--- src/design/dpi_pkg.sv ---
// Constants, opcodes and decode helpers for the debug pipeline inject sequencer
// Summary of operation
// - Status-write opcode 0xE12FF000 copies general register zero into the status word.
// - Two no-operations follow; status word changes when opcode reaches execute.
// - Load-multiple base 0xE89E0000, bit list 0..15, bit 0 is register zero.
// - Data words in cycles 4..N+3, optional counter is the last of them at N+3, last write N+5.
// - Store-multiple base 0xE88E0000 writes up to 15 registers at register fourteen.
// - Resume command makes the core execute a flagged store-multiple at system speed.
// - A no-operation with the system-speed flag marks the next injected instruction.
// - Each debug-state pipeline advance is one debug clock cycle.
package dpi_pkg;
  localparam logic [31:0] STATUS_WRITE_OP = 32'hE12FF000;
  localparam logic [15:0] LOAD_MULTI_HI = 16'hE89E;
  localparam logic [15:0] STORE_MULTI_HI = 16'hE88E;
  localparam logic [15:0] STORE_LIST_MASK = 16'h7FFF;
  localparam logic [3:0] ADDR_REG_IDX = 4'hE;
  localparam logic [3:0] PC_IDX = 4'hF;
  localparam logic [31:0] INSTR_BYTES = 32'h00000004;
  localparam logic [31:0] PSW_RESET = 32'h00000000;
  localparam logic [31:0] REG_RESET = 32'h00000000;
  localparam logic [2:0] TAIL_EDGES = 3'h2;
  localparam logic [2:0] TAIL_EDGES_PC = 3'h4;
  localparam int FIFO_DEPTH = 16;

  typedef enum logic [1:0] {OP_NOP, OP_STATUS, OP_LOAD, OP_STORE} dpi_op_t;

  function automatic dpi_op_t dpi_decode(input logic [31:0] w);
    if (w == STATUS_WRITE_OP) return OP_STATUS;
    if (w[31:16] == LOAD_MULTI_HI) return OP_LOAD;
    if (w[31:16] == STORE_MULTI_HI) return OP_STORE;
    return OP_NOP;
  endfunction : dpi_decode

  function automatic logic [3:0] dpi_low_idx(input logic [15:0] l);
    logic [3:0] r;
    r = 4'h0;
    for (int i = 15; i >= 0; i--)
      if (l[i]) r = 4'(i);
    return r;
  endfunction : dpi_low_idx

  function automatic logic [4:0] dpi_count(input logic [15:0] l);
    logic [4:0] c;
    c = 5'h00;
    for (int i = 0; i < 16; i++)
      c = c + {4'h0, l[i]};
    return c;
  endfunction : dpi_count
endpackage : dpi_pkg

--- src/design/dpi_fifo.sv ---
// Parameterised valid/ready FIFO for store-multiple memory writes
`timescale 1ns/1ns
`default_nettype none
module dpi_fifo #(
  parameter int WIDTH = 64,
  parameter int DEPTH = 16
) (
  input wire logic sys_clk_i,
  input wire logic rst_n_i,
  input wire logic in_valid_i,
  output logic in_ready_o,
  input wire logic [WIDTH-1:0] in_data_i,
  output logic out_valid_o,
  input wire logic out_ready_i,
  output logic [WIDTH-1:0] out_data_o
);
  localparam int AW = $clog2(DEPTH);
  localparam logic [AW:0] FULL_CNT = (AW+1)'(DEPTH);

  typedef struct packed {
    logic [DEPTH-1:0][WIDTH-1:0] mem;
    logic [AW-1:0] wr;
    logic [AW-1:0] rd;
    logic [AW:0] cnt;
  } dpi_fifo_st_t;

  dpi_fifo_st_t s_r, s_nxt;
  logic push, pop;

  assign in_ready_o = (s_r.cnt != FULL_CNT);
  assign out_valid_o = (s_r.cnt != '0);
  assign out_data_o = s_r.mem[s_r.rd];
  assign push = in_valid_i && in_ready_o;
  assign pop = out_valid_o && out_ready_i;

  always_comb
  begin
    s_nxt = s_r;
    if (push)
    begin
      s_nxt.mem[s_r.wr] = in_data_i;
      s_nxt.wr = (s_r.wr == AW'(DEPTH-1)) ? '0 : s_r.wr + 1'b1;
    end
    if (pop)
      s_nxt.rd = (s_r.rd == AW'(DEPTH-1)) ? '0 : s_r.rd + 1'b1;
    case ({push, pop})
      2'b10: s_nxt.cnt = s_r.cnt + 1'b1;
      2'b01: s_nxt.cnt = s_r.cnt - 1'b1;
      default: s_nxt.cnt = s_r.cnt;
    endcase
  end

  always_ff @(posedge sys_clk_i or negedge rst_n_i)
  begin
    if (!rst_n_i)
      s_r <= '0;
    else
      s_r <= s_nxt;
  end
endmodule : dpi_fifo
`default_nettype wire

--- src/design/dpi_sequencer.sv ---
// Debug-state pipeline inject sequencer: status write, load-multiple, store-multiple
`timescale 1ns/1ns
`default_nettype none
module dpi_sequencer
  import dpi_pkg::*;
#(
  parameter int FIFO_WORDS = FIFO_DEPTH
) (
  input wire logic sys_clk_i,
  input wire logic rst_n_i,
  input wire logic debug_clock_i,
  input wire logic resume_i,
  input wire logic [31:0] scan_word_i,
  input wire logic system_speed_flag_i,
  output logic [31:0] psw_o,
  output logic reg_wr_o,
  output logic [3:0] reg_wr_idx_o,
  output logic [31:0] reg_wr_data_o,
  output logic load_busy_o,
  output logic debug_acknowledge_o,
  output logic memory_request_n_o,
  output logic mem_wr_valid_o,
  input wire logic mem_wr_ready_i,
  output logic [31:0] mem_wr_addr_o,
  output logic [31:0] mem_wr_data_o
);
  typedef enum logic [2:0] {ST_HALT, ST_LOAD, ST_TAIL, ST_RUN, ST_DRAIN} dpi_state_t;

  typedef struct packed {
    logic [1:0] dck_s;
    logic dck_prev;
    logic [1:0] res_s;
    logic res_prev;
    logic [32:0] word_s1;
    logic [32:0] word_s2;
    logic [31:0] fetch;
    logic fetch_v;
    logic fetch_m;
    logic [31:0] decode;
    logic decode_v;
    logic decode_m;
    logic mark;
    dpi_state_t st;
    logic [15:0] list;
    logic [4:0] left;
    logic [2:0] tail;
    logic p1_v;
    logic [3:0] p1_i;
    logic [31:0] p1_d;
    logic p2_v;
    logic [3:0] p2_i;
    logic [31:0] p2_d;
    logic [15:0][31:0] gr;
    logic [31:0] addr;
    logic [31:0] psw;
    logic reg_wr;
    logic [3:0] reg_idx;
    logic [31:0] reg_data;
    logic busy;
    logic dbg_ack;
  } dpi_seq_st_t;

  dpi_seq_st_t s_r, s_nxt;
  logic de, re, push, fifo_ready, fifo_valid;
  logic [31:0] w, gr0, p2_d, addr;
  logic w_flag, exec_ok;
  logic [3:0] push_idx, p2_i;
  logic [63:0] fifo_out;

  // Link pins are only read after the second flop
  assign de = s_r.dck_s[1] && !s_r.dck_prev;
  assign re = s_r.res_s[1] && !s_r.res_prev;
  assign w = s_r.word_s2[31:0];
  assign w_flag = s_r.word_s2[32];
  assign gr0 = s_r.gr[0];
  assign p2_d = s_r.p2_d;
  assign p2_i = s_r.p2_i;
  assign addr = s_r.addr;
  assign exec_ok = s_r.st == ST_HALT && s_r.decode_v;
  assign push_idx = dpi_low_idx(s_r.list);
  assign push = s_r.st == ST_RUN && s_r.list != '0 && fifo_ready;

  always_comb
  begin
    s_nxt = s_r;
    s_nxt.dck_s = {s_r.dck_s[0], debug_clock_i};
    s_nxt.dck_prev = s_r.dck_s[1];
    s_nxt.res_s = {s_r.res_s[0], resume_i};
    s_nxt.res_prev = s_r.res_s[1];
    s_nxt.word_s1 = {system_speed_flag_i, scan_word_i};
    s_nxt.word_s2 = s_r.word_s1;
    s_nxt.reg_wr = 1'b0;
    if (de && s_r.st inside {ST_HALT, ST_LOAD, ST_TAIL})
    begin
      // One pipeline advance per debug clock edge
      s_nxt.decode = s_r.fetch;
      s_nxt.decode_v = s_r.fetch_v;
      s_nxt.decode_m = s_r.fetch_m;
      s_nxt.fetch = w;
      // Data words are not instructions, so they pass through fetch and decode marked invalid
      s_nxt.fetch_v = s_r.st != ST_LOAD;
      s_nxt.fetch_m = s_r.mark;
      s_nxt.mark = w_flag;
      if (s_r.p2_v)
      begin
        s_nxt.gr[s_r.p2_i] = s_r.p2_d;
        s_nxt.reg_wr = 1'b1;
        s_nxt.reg_idx = s_r.p2_i;
        s_nxt.reg_data = s_r.p2_d;
      end
      s_nxt.p2_v = s_r.p1_v;
      s_nxt.p2_i = s_r.p1_i;
      s_nxt.p2_d = s_r.p1_d;
      s_nxt.p1_v = 1'b0;
    end
    case (s_r.st)
      ST_HALT:
      begin
        if (de && s_r.decode_v)
        begin
          case (dpi_decode(s_r.decode))
            OP_STATUS: s_nxt.psw = s_r.gr[0];
            OP_LOAD:
            begin
              s_nxt.list = s_r.decode[15:0];
              s_nxt.left = dpi_count(s_r.decode[15:0]);
              s_nxt.tail = s_r.decode[PC_IDX] ? TAIL_EDGES_PC : TAIL_EDGES;
              s_nxt.st = (s_r.decode[15:0] == '0) ? ST_TAIL : ST_LOAD;
            end
            default: s_nxt.st = ST_HALT;
          endcase
        end
        else if (re && !de && exec_ok && s_r.decode_m && dpi_decode(s_r.decode) == OP_STORE)
        begin
          // Program counter is never stored
          s_nxt.list = s_r.decode[15:0] & STORE_LIST_MASK;
          s_nxt.addr = s_r.gr[ADDR_REG_IDX];
          s_nxt.st = ST_RUN;
          s_nxt.dbg_ack = 1'b0;
          s_nxt.decode_v = 1'b0;
          s_nxt.fetch_v = 1'b0;
        end
      end
      ST_LOAD:
      begin
        if (de)
        begin
          s_nxt.p1_v = 1'b1;
          s_nxt.p1_i = dpi_low_idx(s_r.list);
          s_nxt.p1_d = w;
          s_nxt.list[dpi_low_idx(s_r.list)] = 1'b0;
          s_nxt.left = s_r.left - 5'h01;
          if (s_r.left == 5'h01)
            s_nxt.st = ST_TAIL;
        end
      end
      ST_TAIL:
      begin
        if (de)
        begin
          s_nxt.tail = s_r.tail - 3'h1;
          if (s_r.tail == 3'h1)
            s_nxt.st = ST_HALT;
        end
      end
      ST_RUN:
      begin
        if (push)
        begin
          s_nxt.addr = s_r.addr + INSTR_BYTES;
          s_nxt.list[push_idx] = 1'b0;
        end
        else if (s_r.list == '0)
        begin
          s_nxt.gr[ADDR_REG_IDX] = s_r.addr;
          s_nxt.st = ST_DRAIN;
        end
      end
      ST_DRAIN:
      begin
        // Halt only after every write has left the buffer
        if (!fifo_valid)
        begin
          s_nxt.dbg_ack = 1'b1;
          s_nxt.st = ST_HALT;
        end
      end
      default: s_nxt.st = ST_HALT;
    endcase
    s_nxt.busy = s_nxt.st inside {ST_LOAD, ST_TAIL};
  end

  always_ff @(posedge sys_clk_i or negedge rst_n_i)
  begin
    if (!rst_n_i)
    begin
      s_r <= '0;
      s_r.st <= ST_HALT;
      s_r.psw <= PSW_RESET;
      s_r.gr <= {16{REG_RESET}};
      s_r.dbg_ack <= 1'b1;
    end
    else
      s_r <= s_nxt;
  end

  dpi_fifo #(
    .WIDTH(64),
    .DEPTH(FIFO_WORDS)
  ) u_fifo (
    .sys_clk_i(sys_clk_i),
    .rst_n_i(rst_n_i),
    .in_valid_i(s_r.st == ST_RUN && s_r.list != '0),
    .in_ready_o(fifo_ready),
    .in_data_i({s_r.addr, s_r.gr[push_idx]}),
    .out_valid_o(fifo_valid),
    .out_ready_i(mem_wr_ready_i),
    .out_data_o(fifo_out)
  );

  assign psw_o = s_r.psw;
  assign reg_wr_o = s_r.reg_wr;
  assign reg_wr_idx_o = s_r.reg_idx;
  assign reg_wr_data_o = s_r.reg_data;
  assign load_busy_o = s_r.busy;
  // Memory request n is inactive exactly while the core is halted
  assign debug_acknowledge_o = s_r.dbg_ack;
  assign memory_request_n_o = s_r.dbg_ack;
  assign mem_wr_valid_o = fifo_valid;
  assign mem_wr_addr_o = fifo_out[63:32];
  assign mem_wr_data_o = fifo_out[31:0];
endmodule : dpi_sequencer
`default_nettype wire

--- config.mk ---
export PLATFORM = sky130hd
export DESIGN_NAME = dpi_sequencer
export DESIGN_NICKNAME = d
export VERILOG_FILES = /design/src/design/dpi_pkg.sv /design/src/design/dpi_fifo.sv /design/src/design/dpi_sequencer.sv
export SDC_FILE = /design/constraint.sdc
export NUM_CORES = 2
export LEC_CHECK = 0
export CAP_MARGIN = 10
export CELL_PAD_IN_SITES_DETAIL_PLACEMENT = 0
export CELL_PAD_IN_SITES_GLOBAL_PLACEMENT = 1
export CORE_UTILIZATION = 25
export CTS_CLUSTER_DIAMETER = 60
export CTS_CLUSTER_SIZE = 10
export DETAILED_ROUTE_END_ITERATION = 7
export DONT_BUFFER_PORTS = 1
export GPL_ROUTABILITY_DRIVEN = 0
export PLACE_DENSITY_LB_ADDON = 0.1
export SLEW_MARGIN = 10
export SYNTH_ARGS = -nofsm -noshare
export SYNTH_HDL_FRONTEND = slang
export SYNTH_SLANG_ARGS = --single-unit
--- constraint.sdc ---
create_clock -name sys_clk_i -period 3.97 [get_ports sys_clk_i]
set_input_delay 0.9925 -clock sys_clk_i [delete_from_list [all_inputs] [get_ports sys_clk_i]]
set_output_delay 0.9925 -clock sys_clk_i [all_outputs]
set_load 0.01 [all_outputs]
==> reports/summary.md <==
The flow ran to the end, but the final reports show violations. The checks that failed: negative hold slack. Setup repair after global routing could not meet its margin everywhere.

The run gives 0 as the post-route DRC violation count. The met2 capacity usage during global routing is 28.8%. The first-pass GRT wire length was 446000 um; the synthesized area per cell was 12.3 um2. For this run, global-route usage on met1 was measured as 25.1%. In this run the cell area measured after placement is 91200 um2. The logs give 253 MHz for the timing-limited maximum frequency and 0 for the count of nets left with antenna violations after detail routing. The top cell type by area accounts for 55.8% of the synthesized area. The worst hold path belongs to the class in -> async. For the number of standard cells in the final layout excluding fillers, the log shows 11500.

The run gives 0 as the final count of pins violating max slew. The logs give 21 for the initial antenna violation count and 1894 for the clock sink total. In this run the worst setup path begins at u_fifo.s_r[5].

Wires add up to 306000 um. For the finished layout, the period the worst path requires is 3.95 ns. The synthesized design contains 1894 register bits. Before antenna repair, the detailed router went through 5 iterations. The delay of the slowest critical-path stage is 0.56 ns. Summing the sequential cell areas from Yosys gives 55.8% of the chip area.

Of the cells placed in the final design, the portion with a size suffix greater than 1 is 33.2%. For this design, the CTS-stage hold fixing added 20 buffers. The number of hold violations in the final report is 162, and the floorplan die height is 585 um. The critical path is of the reg -> out type. The synthesized design spends more area on one cell type than any other, namely sky130_fd_sc_hd__dfrtp_1.

The prevailing post-synth register cell was sky130_fd_sc_hd__dfrtp_1. Summing every instance area after synthesis gives 84900 um2. The total instance count after detailed placement came out at 11000. The synthesized design contains 0 enable-type register cells.

The logs give 241 for the largest net degree at the start of global routing and 2.96 ns for the data arrival time of the worst path. In this run the standard cell core region covers 337000 um2. met2 is the most crowded layer.

The routed layout has 56000 vias. The tools report the maximum resistive drop on vdd as 374 uV. With fillers left out, the area of the finished cells amounts to 102000 um2. Overall die width: 585 um. For this run, global-route usage on met3 was measured as 2.43%.

Dividing the detail-routed wire length by the instance count gives 26.5 um. STA puts the critical path data required time at 2.98 ns. At the pin with the least slew margin, the transition time is 1.26 ns. The setup slack after placement was -0.669 ns; the worst-case setup margin in the final layout was 0.0222 ns. The number of buffers created by CTS was 244.

The async set-reset flop share out of synthesis works out to 100%. The layout has 34000 filler cells. TritonCTS built the clock tree.

The clock edge transition at the registers on the reported setup and hold paths was 0.06 ns. The max-capacitance violation count is 0, and the area occupied by multi-input gates is 35500 um2. The worst setup path is captured at a primary output. The net count of the finished layout is 6938. The starting density of the core came out at 25.2%. The worst register-to-register path begins at s_r[722]. The yosys synthesis warning count is 0, and the die outline area is 342000 um2. The worst hold slack across all endpoints is -0.211 ns, and the instance count of the mapped netlist is 6903.

Between clock sinks in the finished design, the worst skew comes to 0.0758 ns. The I/O pin total is 175, and the site row count is 213. The number of buffers and inverters on the critical path is 4. Ranked by total cell area, the synthesized netlist is headed by sky130_fd_sc_hd__dfrtp_1 (56%), sky130_fd_sc_hd__mux2_2 (16%), sky130_fd_sc_hd__mux2i_1 (4.2%). The biggest fanout along the worst timing path came out at 7. The cell at the root of the clock tree is sky130_fd_sc_hd__clkbuf_16.

Traced cell by cell, the critical path runs through buf_12, buf_16, buf_12, buf_16, mux2i_1, a221oi_4, o21ai_1, nand2_2. Sum of internal, switching and leakage power: 55.6 mW. The CTS H-tree depth is 4, and the average via count per standard cell is 4.86. Total congestion overflow after global routing: 0. For the detailed router's first-iteration violation count, the log shows 3573.

The worst setup path is launched from a flop. The logs give 178000 um for the HPWL after detailed placement and 59200 for the number of global-route vias before repair. Input and output buffers added on the ports amount to 0. Across the whole layout, storage elements account for 47400 um2.

In this run the deepest clock path goes through 4 buffers. Setup violations remaining at the end of the flow were counted as 0. Summed over all cells, the static leakage comes to 45.9 nW. The normalized max-slew margin was 16.3%. At the later pin of the worst-skew pair, clock insertion delay measures 0.96 ns. In this run, distinct cell masters in the synthesized netlist total 80.

Broken down by cell family, the worst path's largest delay share belongs to buffers and inverters. The total track usage was 17.7%. Among all stages on the critical path, the largest delay is contributed by sky130_fd_sc_hd__dfrtp_4.

The power density over cell area came out at 548 nW/um2. Compared with the post-synthesis result, the final layout area differs by 19.7%. The final clock period utilization by the worst path is 99.4%, and the post-synth net total is 6972.
==> logic make-up after synthesis <==
family	count (synthesis)	share of synthesized area (%)
simple gates	1282	6.74
xor+xnor	8	0.0825
buf+inv	738	3.74
mux	1671	23.3
compound gates	1279	9.71
flops	1894	55.8
fa+ha+maj	31	0.554
==> cells in the final DEF, fill, tap and decap left out, drive strengths merged, types with 42 or more instances in the layout <==
cell type | Yosys | final
o21ai | 241 | 241
mux2i | 358 | 358
mux4 | 128 | 128
nor2 | 598 | 598
nand3 | 143 | 143
mux2 | 1185 | 1185
nor4 | 42 | 42
inv | 43 | 53
nand2 | 405 | 405
a22oi | 100 | 100
dfrtp | 1893 | 1893
clkbuf | 478 | 329
a31oi | 488 | 488
a221oi | 64 | 64
buf | 217 | 381
a22o | 43 | 43
a21oi | 181 | 181
o22ai | 74 | 74
==> per-stage QoR <==
step	TNS [ns]	utilization (%)
after floorplan	0	-
after global placement	-151.07	27.0
after detailed placement	-233.70	27.1
after CTS	-2.61	29.8
after global routing	-1.67	30.1
final	0	30.1
==> path summary, 6_finish.rpt <==
check	end	slack, ns	depth (start not counted)
max	mem_wr_data_o[16]	0.02	8
min	u_fifo.s_r[260]	-0.21	0
max reg2reg	s_r[696]	0.17	15
min reg2reg	s_r[788]	0.35	0
max in group asynchronous	s_r[378]	0.71	6
min in group sys_clk_i	s_nxt[816]	0.12	0
==> per-layer routing <==
layer,share of wire [%],vias up
met5,0,-
met4,2.1,0
met3,4.0,352
met2,46,1011
met1,47,29700
li1,-,24900
==> area by class of cell <==
| type | count | share of cell area (%) |
|---|---|---|
| diodes | 13 | 0.0320 |
| clock buffers | 318 | 6.68 |
| clock inverters | 60 | 0.758 |
| inverters | 43 | 0.159 |
| multi-input cells | 4271 | 35.0 |
| flip-flops and latches | 1894 | 46.7 |
| well taps | 4515 | 5.56 |
| repair buffers | 415 | 5.20 |
==> power by group <==
group / switching, mW / total [mW] / internal, mW
combinational: 8.50 / 14.1 / 5.62
sequential: 0.365 / 20.0 / 19.6
clock: 8.92 / 21.6 / 12.6
total: 17.8 / 55.6 / 37.8
==> worst reg2reg max path: cells and delay by family (launching register included) <==
| kind | cells | cell delay [ns] |
|---|---|---|
| adder cells (fa/ha/maj) | 6 | 2.47 |
| AO/OA/AOI/OAI | 4 | 0.41 |
| flip-flops | 1 | 0.39 |
| AND/OR/NAND/NOR | 2 | 0.30 |
| buffers and inverters | 3 | 0.16 |
==> flip-flops by register name (all words and copies together), names as in the netlist <==
register and flops:
p2_i 4, addr 32, u_fifo.s_r 1037, debug_acknowledge_o 1, reg_wr_o 1, reg_wr_data_o 32, reg_wr_idx_o 4, s_nxt 37
p2_d 32, s_r 649, psw_o 32, load_busy_o 1, gr0 32
==> cell usage after synthesis, drive strengths merged, types with 4 or more instances <==
cell type,instances
nand2b,12
nor2,598
a21o,7
clkbuf,478
a31oi,488
mux2i,358
buf,217
nand2,405
mux2,1185
a221oi,64
dfrtp,1893
o31ai,5
a21oi,181
a22oi,100
nand4,8
and2,4
a22o,43
xor2,4
o22ai,74
nand3,143
o211ai,31
o21ai,241
ha,20
xnor2,4
fa,11
a2111oi,9
inv,43
mux4,128
nor3,21
a211oi,6
or4,4
o221ai,4
nor4,42
nor2b,10
and3,14
nand4b,4
==> what timing repair did <==
item | 4_1_cts | 5_1_grt
setup buffers | 33 | 23
gates resized for setup | 188 | 155
pin swaps | 44 | 77
endpoints found under the hold margin | 182 | 162
setup endpoints to repair | 64 | 273
gates cloned | 18 | 11
Note: power is estimated with default switching activity, not from simulation.
